File: config.mk
export PLATFORM = sky130hd
export DESIGN_NAME = eee_regs
export DESIGN_NICKNAME = d
export VERILOG_FILES = /design/src/pkg/eee_pkg.sv /design/src/eee_regs.sv
export VERILOG_INCLUDE_DIRS = /design/src /design/src/pkg
export SDC_FILE = /design/constraint.sdc
export NUM_CORES = 1
export LEC_CHECK = 0
export BUFFER_PORTS_ARGS = -buffer_cell sky130_fd_sc_hd__clkbuf_2
export CAP_MARGIN = 5
export CORE_UTILIZATION = 45
export CTS_CLUSTER_SIZE = 10
export DETAILED_ROUTE_END_ITERATION = 10
export PLACE_DENSITY = 0.72
export SETUP_SLACK_MARGIN = 0.1
export SLEW_MARGIN = 20
export SYNTH_ARGS = -nofsm -noshare
export SYNTH_HDL_FRONTEND = slang
export SYNTH_SLANG_ARGS = --single-unit
File: constraint.sdc
create_clock -name aclk -period 4.6 [get_ports aclk]
set_input_delay 0.92 -clock aclk [delete_from_list [all_inputs] [get_ports aclk]]
set_output_delay 0.92 -clock aclk [all_outputs]
set_load 0.1 [all_outputs]
File: src/pkg/eee_consts.svh
/*
 Register offsets, field positions, reset values, write mask and wake counter limit of the
 low-power-idle management register set.
 Assumes inclusion by the register-set module and the test bench.
*/
`ifndef EEE_CONSTS_SVH
`define EEE_CONSTS_SVH
`define EEE_IDX_LOOP_BW3 16'h04d6
`define EEE_IDX_VEND_CFG 16'h04d1
`define EEE_IDX_PCS_CTRL 16'h3000
`define EEE_IDX_PCS_STAT 16'h3001
`define EEE_IDX_CAPAB 16'h3014
`define EEE_IDX_WAKE_ERR 16'h3016
`define EEE_IDX_ADVERT 16'h703c
`define EEE_IDX_PARTNER 16'h703d
`define EEE_IDX_IRQ_STAT 16'h7f00
`define EEE_IDX_IRQ_EN 16'h7f01
`define EEE_IDX_IRQ_CLR 16'h7f02
`define EEE_RST_LOOP_BW3 16'h01c1
`define EEE_RST_VEND_CFG 16'h018b
`define EEE_VEND_WR_MASK 16'hfff6
`define EEE_BIT_PCS_RST 15
`define EEE_BIT_RXCLK_STOP 10
`define EEE_BIT_TX_LPI_RCVD 11
`define EEE_BIT_RX_LPI_RCVD 10
`define EEE_BIT_TX_LPI_NOW 9
`define EEE_BIT_RX_LPI_NOW 8
`define EEE_BIT_TXCLK_STOP 6
`define EEE_BIT_CAP_1G 2
`define EEE_BIT_CAP_100 1
`define EEE_BIT_ADV_100 1
`define EEE_BIT_LP_100 1
`define EEE_BIT_VEND_BYPASS 3
`define EEE_BIT_VEND_CAP_EN 0
`define EEE_WAKE_MAX 16'hffff
`endif

File: src/pkg/eee_pkg.sv
/*
 Types of the low-power-idle management register set.
 Assumes the constants header is on the include path.
*/
package eee_pkg;
   typedef enum logic [2:0] {
      EEE_W_IDLE = 3'b001,
      EEE_W_RESP = 3'b010,
      EEE_W_HOLD = 3'b100
   } eee_wstate_t;

   typedef struct packed {
      logic tx_lpi;
      logic rx_lpi;
      logic wake_fail;
      logic partner_adv_100;
   } eee_line_t;

   typedef struct packed {
      logic rx_clk_stop_ok;
      logic tx_clk_stop_ok;
      logic advertise_100;
      logic eee_enabled;
   } eee_mac_t;
endpackage

File: src/eee_regs.sv
/*
 Low-power-idle management register set behind an AXI4-Lite slave.
 Assumes line status inputs synchronous to aclk and a master with at most
 one read and one write outstanding.
*/
`timescale 1ns/1ps
`include "eee_consts.svh"
module eee_regs
   import eee_pkg::*;
(
   input wire logic aclk,
   input wire logic aresetn,
   input wire logic [31:0] s_axi_awaddr,
   input wire logic s_axi_awvalid,
   output logic s_axi_awready,
   input wire logic [31:0] s_axi_wdata,
   input wire logic [3:0] s_axi_wstrb,
   input wire logic s_axi_wvalid,
   output logic s_axi_wready,
   output logic [1:0] s_axi_bresp,
   output logic s_axi_bvalid,
   input wire logic s_axi_bready,
   input wire logic [31:0] s_axi_araddr,
   input wire logic s_axi_arvalid,
   output logic s_axi_arready,
   output logic [31:0] s_axi_rdata,
   output logic [1:0] s_axi_rresp,
   output logic s_axi_rvalid,
   input wire logic s_axi_rready,
   input wire eee_line_t line_in,
   input wire logic adv_strap,
   output eee_mac_t mac_out,
   output logic irq
);
   logic aw_held_ff, w_held_ff;
   logic [15:0] waddr_ff;
   logic [31:0] wdata_ff;
   logic [3:0] wstrb_ff;
   eee_wstate_t wst_ff;
   logic wr_go;
   logic [15:0] widx, ridx;
   logic strap_done_ff;
   logic soft_rst;
   logic pcs_rst_ff, rxclk_stop_ff, tx_rcvd_ff, rx_rcvd_ff, adv_ff, lp_ff;
   logic [15:0] vend_ff, wake_ff, rd_mux;
   logic [3:0] irq_stat_ff, irq_en_ff, irq_ev;
   logic rd_hit, wake_rd;
   logic wr_lo, wr_hi;

   assign widx = waddr_ff;
   assign ridx = s_axi_araddr[17:2];
   assign wr_go = (wst_ff == EEE_W_IDLE) && aw_held_ff && w_held_ff;
   assign wr_lo = wstrb_ff[0];
   assign wr_hi = wstrb_ff[1];
   assign soft_rst = pcs_rst_ff;

   // Write address and data captured in either order
   always_ff @(posedge aclk) begin
      if (!aresetn) begin
         aw_held_ff <= 1'b0;
         waddr_ff <= 16'h0000;
      end else if (s_axi_awvalid && s_axi_awready) begin
         aw_held_ff <= 1'b1;
         waddr_ff <= s_axi_awaddr[17:2];
      end else if (wr_go) begin
         aw_held_ff <= 1'b0;
      end
   end

   always_ff @(posedge aclk) begin
      if (!aresetn) begin
         w_held_ff <= 1'b0;
         wdata_ff <= 32'h0000_0000;
         wstrb_ff <= 4'h0;
      end else if (s_axi_wvalid && s_axi_wready) begin
         w_held_ff <= 1'b1;
         wdata_ff <= s_axi_wdata;
         wstrb_ff <= s_axi_wstrb;
      end else if (wr_go) begin
         w_held_ff <= 1'b0;
      end
   end

   assign s_axi_awready = !aw_held_ff;
   assign s_axi_wready = !w_held_ff;

   always_ff @(posedge aclk) begin
      if (!aresetn) begin
         wst_ff <= EEE_W_IDLE;
      end else begin
         case (wst_ff)
            EEE_W_IDLE: if (wr_go) wst_ff <= EEE_W_RESP;
            EEE_W_RESP: if (s_axi_bready) wst_ff <= EEE_W_IDLE;
            EEE_W_HOLD: wst_ff <= EEE_W_IDLE;
            default: wst_ff <= EEE_W_IDLE;
         endcase
      end
   end
   assign s_axi_bvalid = (wst_ff == EEE_W_RESP);
   assign s_axi_bresp = 2'b00;

   // Strap caught at the first edge after reset release
   always_ff @(posedge aclk) begin
      if (!aresetn) begin
         strap_done_ff <= 1'b0;
      end else begin
         strap_done_ff <= 1'b1;
      end
   end

   // Self-clearing soft reset bit
   always_ff @(posedge aclk) begin
      if (!aresetn) begin
         pcs_rst_ff <= 1'b0;
      end else if (wr_go && wr_hi && widx == `EEE_IDX_PCS_CTRL) begin
         pcs_rst_ff <= wdata_ff[`EEE_BIT_PCS_RST];
      end else begin
         pcs_rst_ff <= 1'b0;
      end
   end

   always_ff @(posedge aclk) begin
      if (!aresetn || soft_rst) begin
         rxclk_stop_ff <= 1'b1;
      end else if (wr_go && wr_hi && widx == `EEE_IDX_PCS_CTRL) begin
         rxclk_stop_ff <= wdata_ff[`EEE_BIT_RXCLK_STOP];
      end
   end

   // Latched idle-received bits; set wins over soft reset clear
   always_ff @(posedge aclk) begin
      if (!aresetn) begin
         tx_rcvd_ff <= 1'b0;
         rx_rcvd_ff <= 1'b0;
      end else begin
         tx_rcvd_ff <= line_in.tx_lpi | (tx_rcvd_ff & !soft_rst);
         rx_rcvd_ff <= line_in.rx_lpi | (rx_rcvd_ff & !soft_rst);
      end
   end

   // Advertisement, default from strap
   always_ff @(posedge aclk) begin
      if (!aresetn) begin
         adv_ff <= 1'b1;
      end else if (!strap_done_ff || soft_rst) begin
         adv_ff <= adv_strap;
      end else if (wr_go && wr_lo && widx == `EEE_IDX_ADVERT) begin
         adv_ff <= wdata_ff[`EEE_BIT_ADV_100];
      end
   end

   always_ff @(posedge aclk) begin
      if (!aresetn || soft_rst) begin
         lp_ff <= 1'b0;
      end else begin
         lp_ff <= line_in.partner_adv_100 & vend_ff[`EEE_BIT_VEND_CAP_EN];
      end
   end

   // Vendor configuration untouched by soft reset
   always_ff @(posedge aclk) begin
      if (!aresetn) begin
         vend_ff <= `EEE_RST_VEND_CFG;
      end else if (wr_go && widx == `EEE_IDX_VEND_CFG) begin
         if (wr_lo) vend_ff[7:0] <= wdata_ff[7:0] & 8'(`EEE_VEND_WR_MASK);
         if (wr_hi) vend_ff[15:8] <= wdata_ff[15:8];
         if (wr_lo) vend_ff[`EEE_BIT_VEND_BYPASS] <= wdata_ff[`EEE_BIT_VEND_BYPASS];
         if (wr_lo) vend_ff[`EEE_BIT_VEND_CAP_EN] <= wdata_ff[`EEE_BIT_VEND_CAP_EN];
      end
   end

   // Wake-error counter: saturate, clear on read, a fault in the read cycle restarts the count at one
   assign wake_rd = s_axi_arvalid && s_axi_arready && ridx == `EEE_IDX_WAKE_ERR;
   always_ff @(posedge aclk) begin
      if (!aresetn || soft_rst) begin
         wake_ff <= 16'h0000;
      end else if (line_in.wake_fail) begin
         if (wake_rd) wake_ff <= 16'h0001;
         else if (wake_ff != `EEE_WAKE_MAX) wake_ff <= wake_ff + 16'h0001;
      end else if (wake_rd) begin
         wake_ff <= 16'h0000;
      end
   end

   // Interrupt: tx idle, rx idle, wake fail, partner advert events
   assign irq_ev = {line_in.tx_lpi, line_in.rx_lpi, line_in.wake_fail, lp_ff};
   always_ff @(posedge aclk) begin
      if (!aresetn) begin
         irq_stat_ff <= 4'h0;
      end else if (wr_go && wr_lo && widx == `EEE_IDX_IRQ_CLR) begin
         irq_stat_ff <= irq_ev | (irq_stat_ff & ~wdata_ff[3:0]);
      end else begin
         irq_stat_ff <= irq_ev | irq_stat_ff;
      end
   end
   always_ff @(posedge aclk) begin
      if (!aresetn) begin
         irq_en_ff <= 4'h0;
      end else if (wr_go && wr_lo && widx == `EEE_IDX_IRQ_EN) begin
         irq_en_ff <= wdata_ff[3:0];
      end
   end
   assign irq = |(irq_stat_ff & irq_en_ff);

   // Read mux; unmapped reads give zero with SLVERR
   always_comb begin
      rd_mux = 16'h0000;
      rd_hit = 1'b1;
      case (ridx)
         `EEE_IDX_LOOP_BW3: rd_mux = `EEE_RST_LOOP_BW3;
         `EEE_IDX_VEND_CFG: rd_mux = vend_ff;
         `EEE_IDX_PCS_CTRL: rd_mux[`EEE_BIT_RXCLK_STOP] = rxclk_stop_ff;
         `EEE_IDX_PCS_STAT: begin
            rd_mux[`EEE_BIT_TX_LPI_RCVD] = tx_rcvd_ff;
            rd_mux[`EEE_BIT_RX_LPI_RCVD] = rx_rcvd_ff;
            rd_mux[`EEE_BIT_TX_LPI_NOW] = line_in.tx_lpi;
            rd_mux[`EEE_BIT_RX_LPI_NOW] = line_in.rx_lpi;
            rd_mux[`EEE_BIT_TXCLK_STOP] = 1'b1;
         end
         `EEE_IDX_CAPAB: rd_mux[`EEE_BIT_CAP_100] = 1'b1;
         `EEE_IDX_WAKE_ERR: rd_mux = wake_ff;
         `EEE_IDX_ADVERT: rd_mux[`EEE_BIT_ADV_100] = adv_ff;
         `EEE_IDX_PARTNER: rd_mux[`EEE_BIT_LP_100] = lp_ff;
         `EEE_IDX_IRQ_STAT: rd_mux[3:0] = irq_stat_ff;
         `EEE_IDX_IRQ_EN: rd_mux[3:0] = irq_en_ff;
         `EEE_IDX_IRQ_CLR: rd_mux = 16'h0000;
         default: rd_hit = 1'b0;
      endcase
   end

   always_ff @(posedge aclk) begin
      if (!aresetn) begin
         s_axi_rvalid <= 1'b0;
         s_axi_rdata <= 32'h0000_0000;
         s_axi_rresp <= 2'b00;
      end else if (s_axi_arvalid && s_axi_arready) begin
         s_axi_rvalid <= 1'b1;
         s_axi_rdata <= {16'h0000, rd_mux};
         s_axi_rresp <= rd_hit ? 2'b00 : 2'b10;
      end else if (s_axi_rready) begin
         s_axi_rvalid <= 1'b0;
      end
   end
   assign s_axi_arready = !s_axi_rvalid;

   // MAC-facing clock-stop and negotiation outputs
   always_ff @(posedge aclk) begin
      if (!aresetn) begin
         mac_out <= '0;
      end else begin
         mac_out.rx_clk_stop_ok <= rxclk_stop_ff;
         mac_out.tx_clk_stop_ok <= 1'b1;
         mac_out.eee_enabled <= vend_ff[`EEE_BIT_VEND_CAP_EN];
         mac_out.advertise_100 <= vend_ff[`EEE_BIT_VEND_BYPASS] ?
            vend_ff[`EEE_BIT_VEND_CAP_EN] :
            (adv_ff & vend_ff[`EEE_BIT_VEND_CAP_EN]);
      end
   end

   wake_sat_a: assert property (@(posedge aclk) disable iff (!aresetn)
      (wake_ff == `EEE_WAKE_MAX && line_in.wake_fail && !wake_rd && !soft_rst)
      |=> wake_ff == `EEE_WAKE_MAX) else $error("wake counter wrapped");
   wake_clear_a: assert property (@(posedge aclk) disable iff (!aresetn)
      (wake_rd && !line_in.wake_fail) |=> wake_ff == 16'h0000)
      else $error("wake counter not cleared by read");
   wake_count_a: assert property (@(posedge aclk) disable iff (!aresetn)
      (line_in.wake_fail && !wake_rd && !soft_rst && wake_ff != `EEE_WAKE_MAX)
      |=> wake_ff == $past(wake_ff) + 16'h0001) else $error("wake miss");
   soft_clr_a: assert property (@(posedge aclk) disable iff (!aresetn)
      soft_rst |=> wake_ff == 16'h0000 && rxclk_stop_ff) else $error("soft reset");
   rst_selfclr_a: assert property (@(posedge aclk) disable iff (!aresetn)
      soft_rst |=> !soft_rst || $past(wr_go)) else $error("reset bit stuck");
   vend_keep_a: assert property (@(posedge aclk) disable iff (!aresetn)
      (soft_rst && !(wr_go && widx == `EEE_IDX_VEND_CFG)) |=> $stable(vend_ff))
      else $error("vendor reg changed");
   tx_latch_a: assert property (@(posedge aclk) disable iff (!aresetn)
      (line_in.tx_lpi ##1 !soft_rst) |-> tx_rcvd_ff) else $error("tx latch");
   rx_latch_a: assert property (@(posedge aclk) disable iff (!aresetn)
      (line_in.rx_lpi ##1 !soft_rst) |-> rx_rcvd_ff) else $error("rx latch");
   bypass_adv_a: assert property (@(posedge aclk) disable iff (!aresetn)
      vend_ff[`EEE_BIT_VEND_BYPASS] |=> mac_out.advertise_100 ==
      $past(vend_ff[`EEE_BIT_VEND_CAP_EN])) else $error("bypass advert");
   lp_ignore_a: assert property (@(posedge aclk) disable iff (!aresetn)
      !vend_ff[`EEE_BIT_VEND_CAP_EN] |=> !lp_ff) else $error("partner not ignored");

   wr_seen_c: cover property (@(posedge aclk) disable iff (!aresetn) wr_go);
   wake_rd_c: cover property (@(posedge aclk) disable iff (!aresetn) wake_rd && wake_ff != 0);
   soft_rst_c: cover property (@(posedge aclk) disable iff (!aresetn) soft_rst);
   irq_c: cover property (@(posedge aclk) disable iff (!aresetn) irq);
endmodule // eee_regs

==> impl_results.md <==
* Status: completed
* Cell count after synthesis at 558
* DRT iter0 DRCs at 201
* Max_slew headroom at 0.367
* Commonest non-fill, non-tap cell in the layout: dfxtp_1
* Clock-pin slew on the worst setup and hold paths at 0.09 ns
* GRT overflow at 0
* Final nets at 745
* RSZ-0062 raised after global routing: no
* Worst-skew pair later-pin latency at 0.37 ns
* Fin crit share at 0.631
* Post-Place Cell Area at 0.00522 sq mm
* Adder-Cell Fraction of Synth Area at 0.00262
* CTS H-tree lvls at 3
* Sink Count at 106
* Final setup viols at 0
* Synthesized flop and latch total at 106
* Critical path launch point type: input pin
* Setup_tns at 0 ns
* Post-CTS Setup Bufs at 0
* Final hold slack at 0.456 ns
* Routed wl met2 at 5140 um
* Drt wl/cell at 14.6 um
* Internal reg-to-reg setup slack at 2.59 ns
* Initial DRT Pass Iterations at 5
* Post-synthesis mux area share at 0.0596
* Max Cap Violations at 0
* Total track usage at 0.211
* Async SR Flop Fraction at 0
* Core area at 0.0103 sq mm
* Synthesized-area fraction occupied by and/or/nand/nor cells at 0.260
* Xor and xnor fraction of the mapped netlist area at 0.0220
* Post-Syn Area at 0.00478 sq mm
* Synth warn at 0
* Die H at 105 um
* CTS Buf Count at 9
* DP Wirelength at 8170 um
* Mean Syn Cell Area at 8.57 sq um
* Final WS setup at 1.70 ns
* DIE WIDTH at 105 um
* Final hold viol count at 0
* Final core utilization at 0.522
* Wire length on met3 at 686 um
* Netlist cell types at 63
* Pwr dens at 327 mW/mm^2
* Area of the multi-input gates at 0.00242 sq mm
* Layout area overhead at 12.7%
* Main synth FF type: dfxtp_1
* Hold Crit Class: reg -> reg
* Via count of the first global-routing pass at 3,889
* Top Metal Used: met4
* Crit path arrival time at 3.14 ns
* CP endpoint kind: register
* Final wirelength at 11,200 um
* FMAX at 345 MHz
* DRC at 0
* DRT antenna net count at 0
* Worst slew pin tran at 0.948 ns
* Compound-Gate Fraction of Synth Area at 0.146
* Global-route wire length before repair at 18,700 um
* Leak at 0.00230 uW
* Layout cell share with drive strength beyond 1 at 0.200
* Slew Limit Fails at 0
* Crit-path max FO at 21
* WL met1 at 5220 um
* Type of the worst setup path: in -> reg
* Buffers on Ports at 88
* Worst VDD drop at 0.161 mV
* Post_cts resized at 0
* Largest net degree at the start of global routing at 64
* CTS max path bufs at 2
* Number of antenna violations at the first check in global routing at 0
* Fin area at 0.00539 sq mm
* Routed vias at 4,200
* Sequential-to-total area share from yosys stat at 0.444
* Root buffer cell: clkbuf_8
* Crit path time final at 2.90 ns
* Main combinational cell family by area after synthesis: simple AND/OR/NAND/NOR gates
* Vias per std cell at 5.44
* Starting Density at 0.463
* Most frequent cells in the layout: dfxtp_1 (106), nand2_1 (102), clkbuf_2 (88), a21oi_1 (55), nor2_1 (48)
* Number of synthesized flops with an enable pin at 0
* I/O pin count at 158
* DIE AREA at 0.0110 sq mm
* Req. time, crit path at 4.83 ns
* Register area at 0.00212 sq mm
* # hold bufs at CTS at 0
* Cell Rows at 37
* Routability congestion estimate at 0.898
* # diodes at 0
* CTS tree: done
* Fill cell count at 984
* Final Skew at 0.0131 ns
* Pre-CTS setup slack at 1.35 ns
worst max-delay path, stage by stage:
cell,delay [ns]
clkbuf_2,0.20
nor4bb_1,0.46
and4_1,0.79
nand2_1,0.19
nand2_1,0.46
nor2_1,0.11
Yosys cell counts (all sizes together) (6+ instances only):
master,n,area (sq um)
nand4,12,81.3
clkbuf,13,48.8
xor2,8,70.1
inv,13,48.8
nand3,14,100
buf,33,213
nor3,7,35.0
a22o,7,61.3
nand2b,6,37.5
mux2i,24,240
a21oi,55,275
o21ai,15,86.3
nor4,9,92.6
nand2,102,383
nor2,48,180
dfxtp,106,2120
and3,6,37.5
stage by stage:
| stage | cells | power (uW) |
|---|---|---|
| final | 772 | 1760 |
| after global routing | 772 | 1840 |
| after CTS | 772 | 1770 |
| after detailed placement | 757 | 1280 |
| after global placement | 757 | 1270 |
| after floorplan | 576 | 1220 |
path summary, 6_finish.rpt:
kind	start	endpoint	cells past startpoint
max	s_axi_araddr[2]	wake_ff[9]	6
max reg2reg	wake_ff[3]	wake_ff[0]	5
min reg2reg	s_axi_rdata[8]	s_axi_rdata[8]	2
min	s_axi_rdata[8]	s_axi_rdata[8]	2
sequential cells by signal (all words and copies together) (netlist names), 2 cells and up:
signal / count
wst_ff: 2
waddr_ff: 16
vend_ff: 16
wdata_ff: 16
s_axi_rdata: 16
wstrb_ff: 2
irq_en_ff: 4
wake_ff: 16
irq_stat_ff: 4
mac_out: 4
power breakdown:
part / switching, uW / internal (uW) / total, uW
clock: 314 / 196 / 510
combinational: 216 / 62.7 / 279
sequential: 25.8 / 950 / 975
final cells by class:
class                           instances  share of cell area
Clock buffer                            9              0.0230
Clock inverter                          6             0.00812
Tap cell                              136              0.0316
Inverter                               13             0.00905
Sequential cell                       106               0.394
Multi-Input combinational cell        411               0.449
Timing Repair Buffer                   91              0.0859
cells by family (layout without fill, tap and decap cells):
logic type | Yosys count | after routing
AND/OR/NAND/NOR | 240 | 240
AO/OA/AOI/OAI | 111 | 111
flip-flops | 106 | 106
buffers and inverters | 59 | 119
multiplexers | 28 | 28
XOR/XNOR | 12 | 12
adder cells (fa/ha/maj) | 1 | 1
other | 1 | 19
per-layer routing:
| metal | global-route usage | vias to the layer above |
|---|---|---|
| li1 | - | 2081 |
| met1 | 0.280 | 1946 |
| met2 | 0.344 | 153 |
| met3 | 0.0418 | 20 |
| met4 | 0.0704 | 0 |
| met5 | 0 | - |
Note: power is estimated with default switching activity, not from simulation.
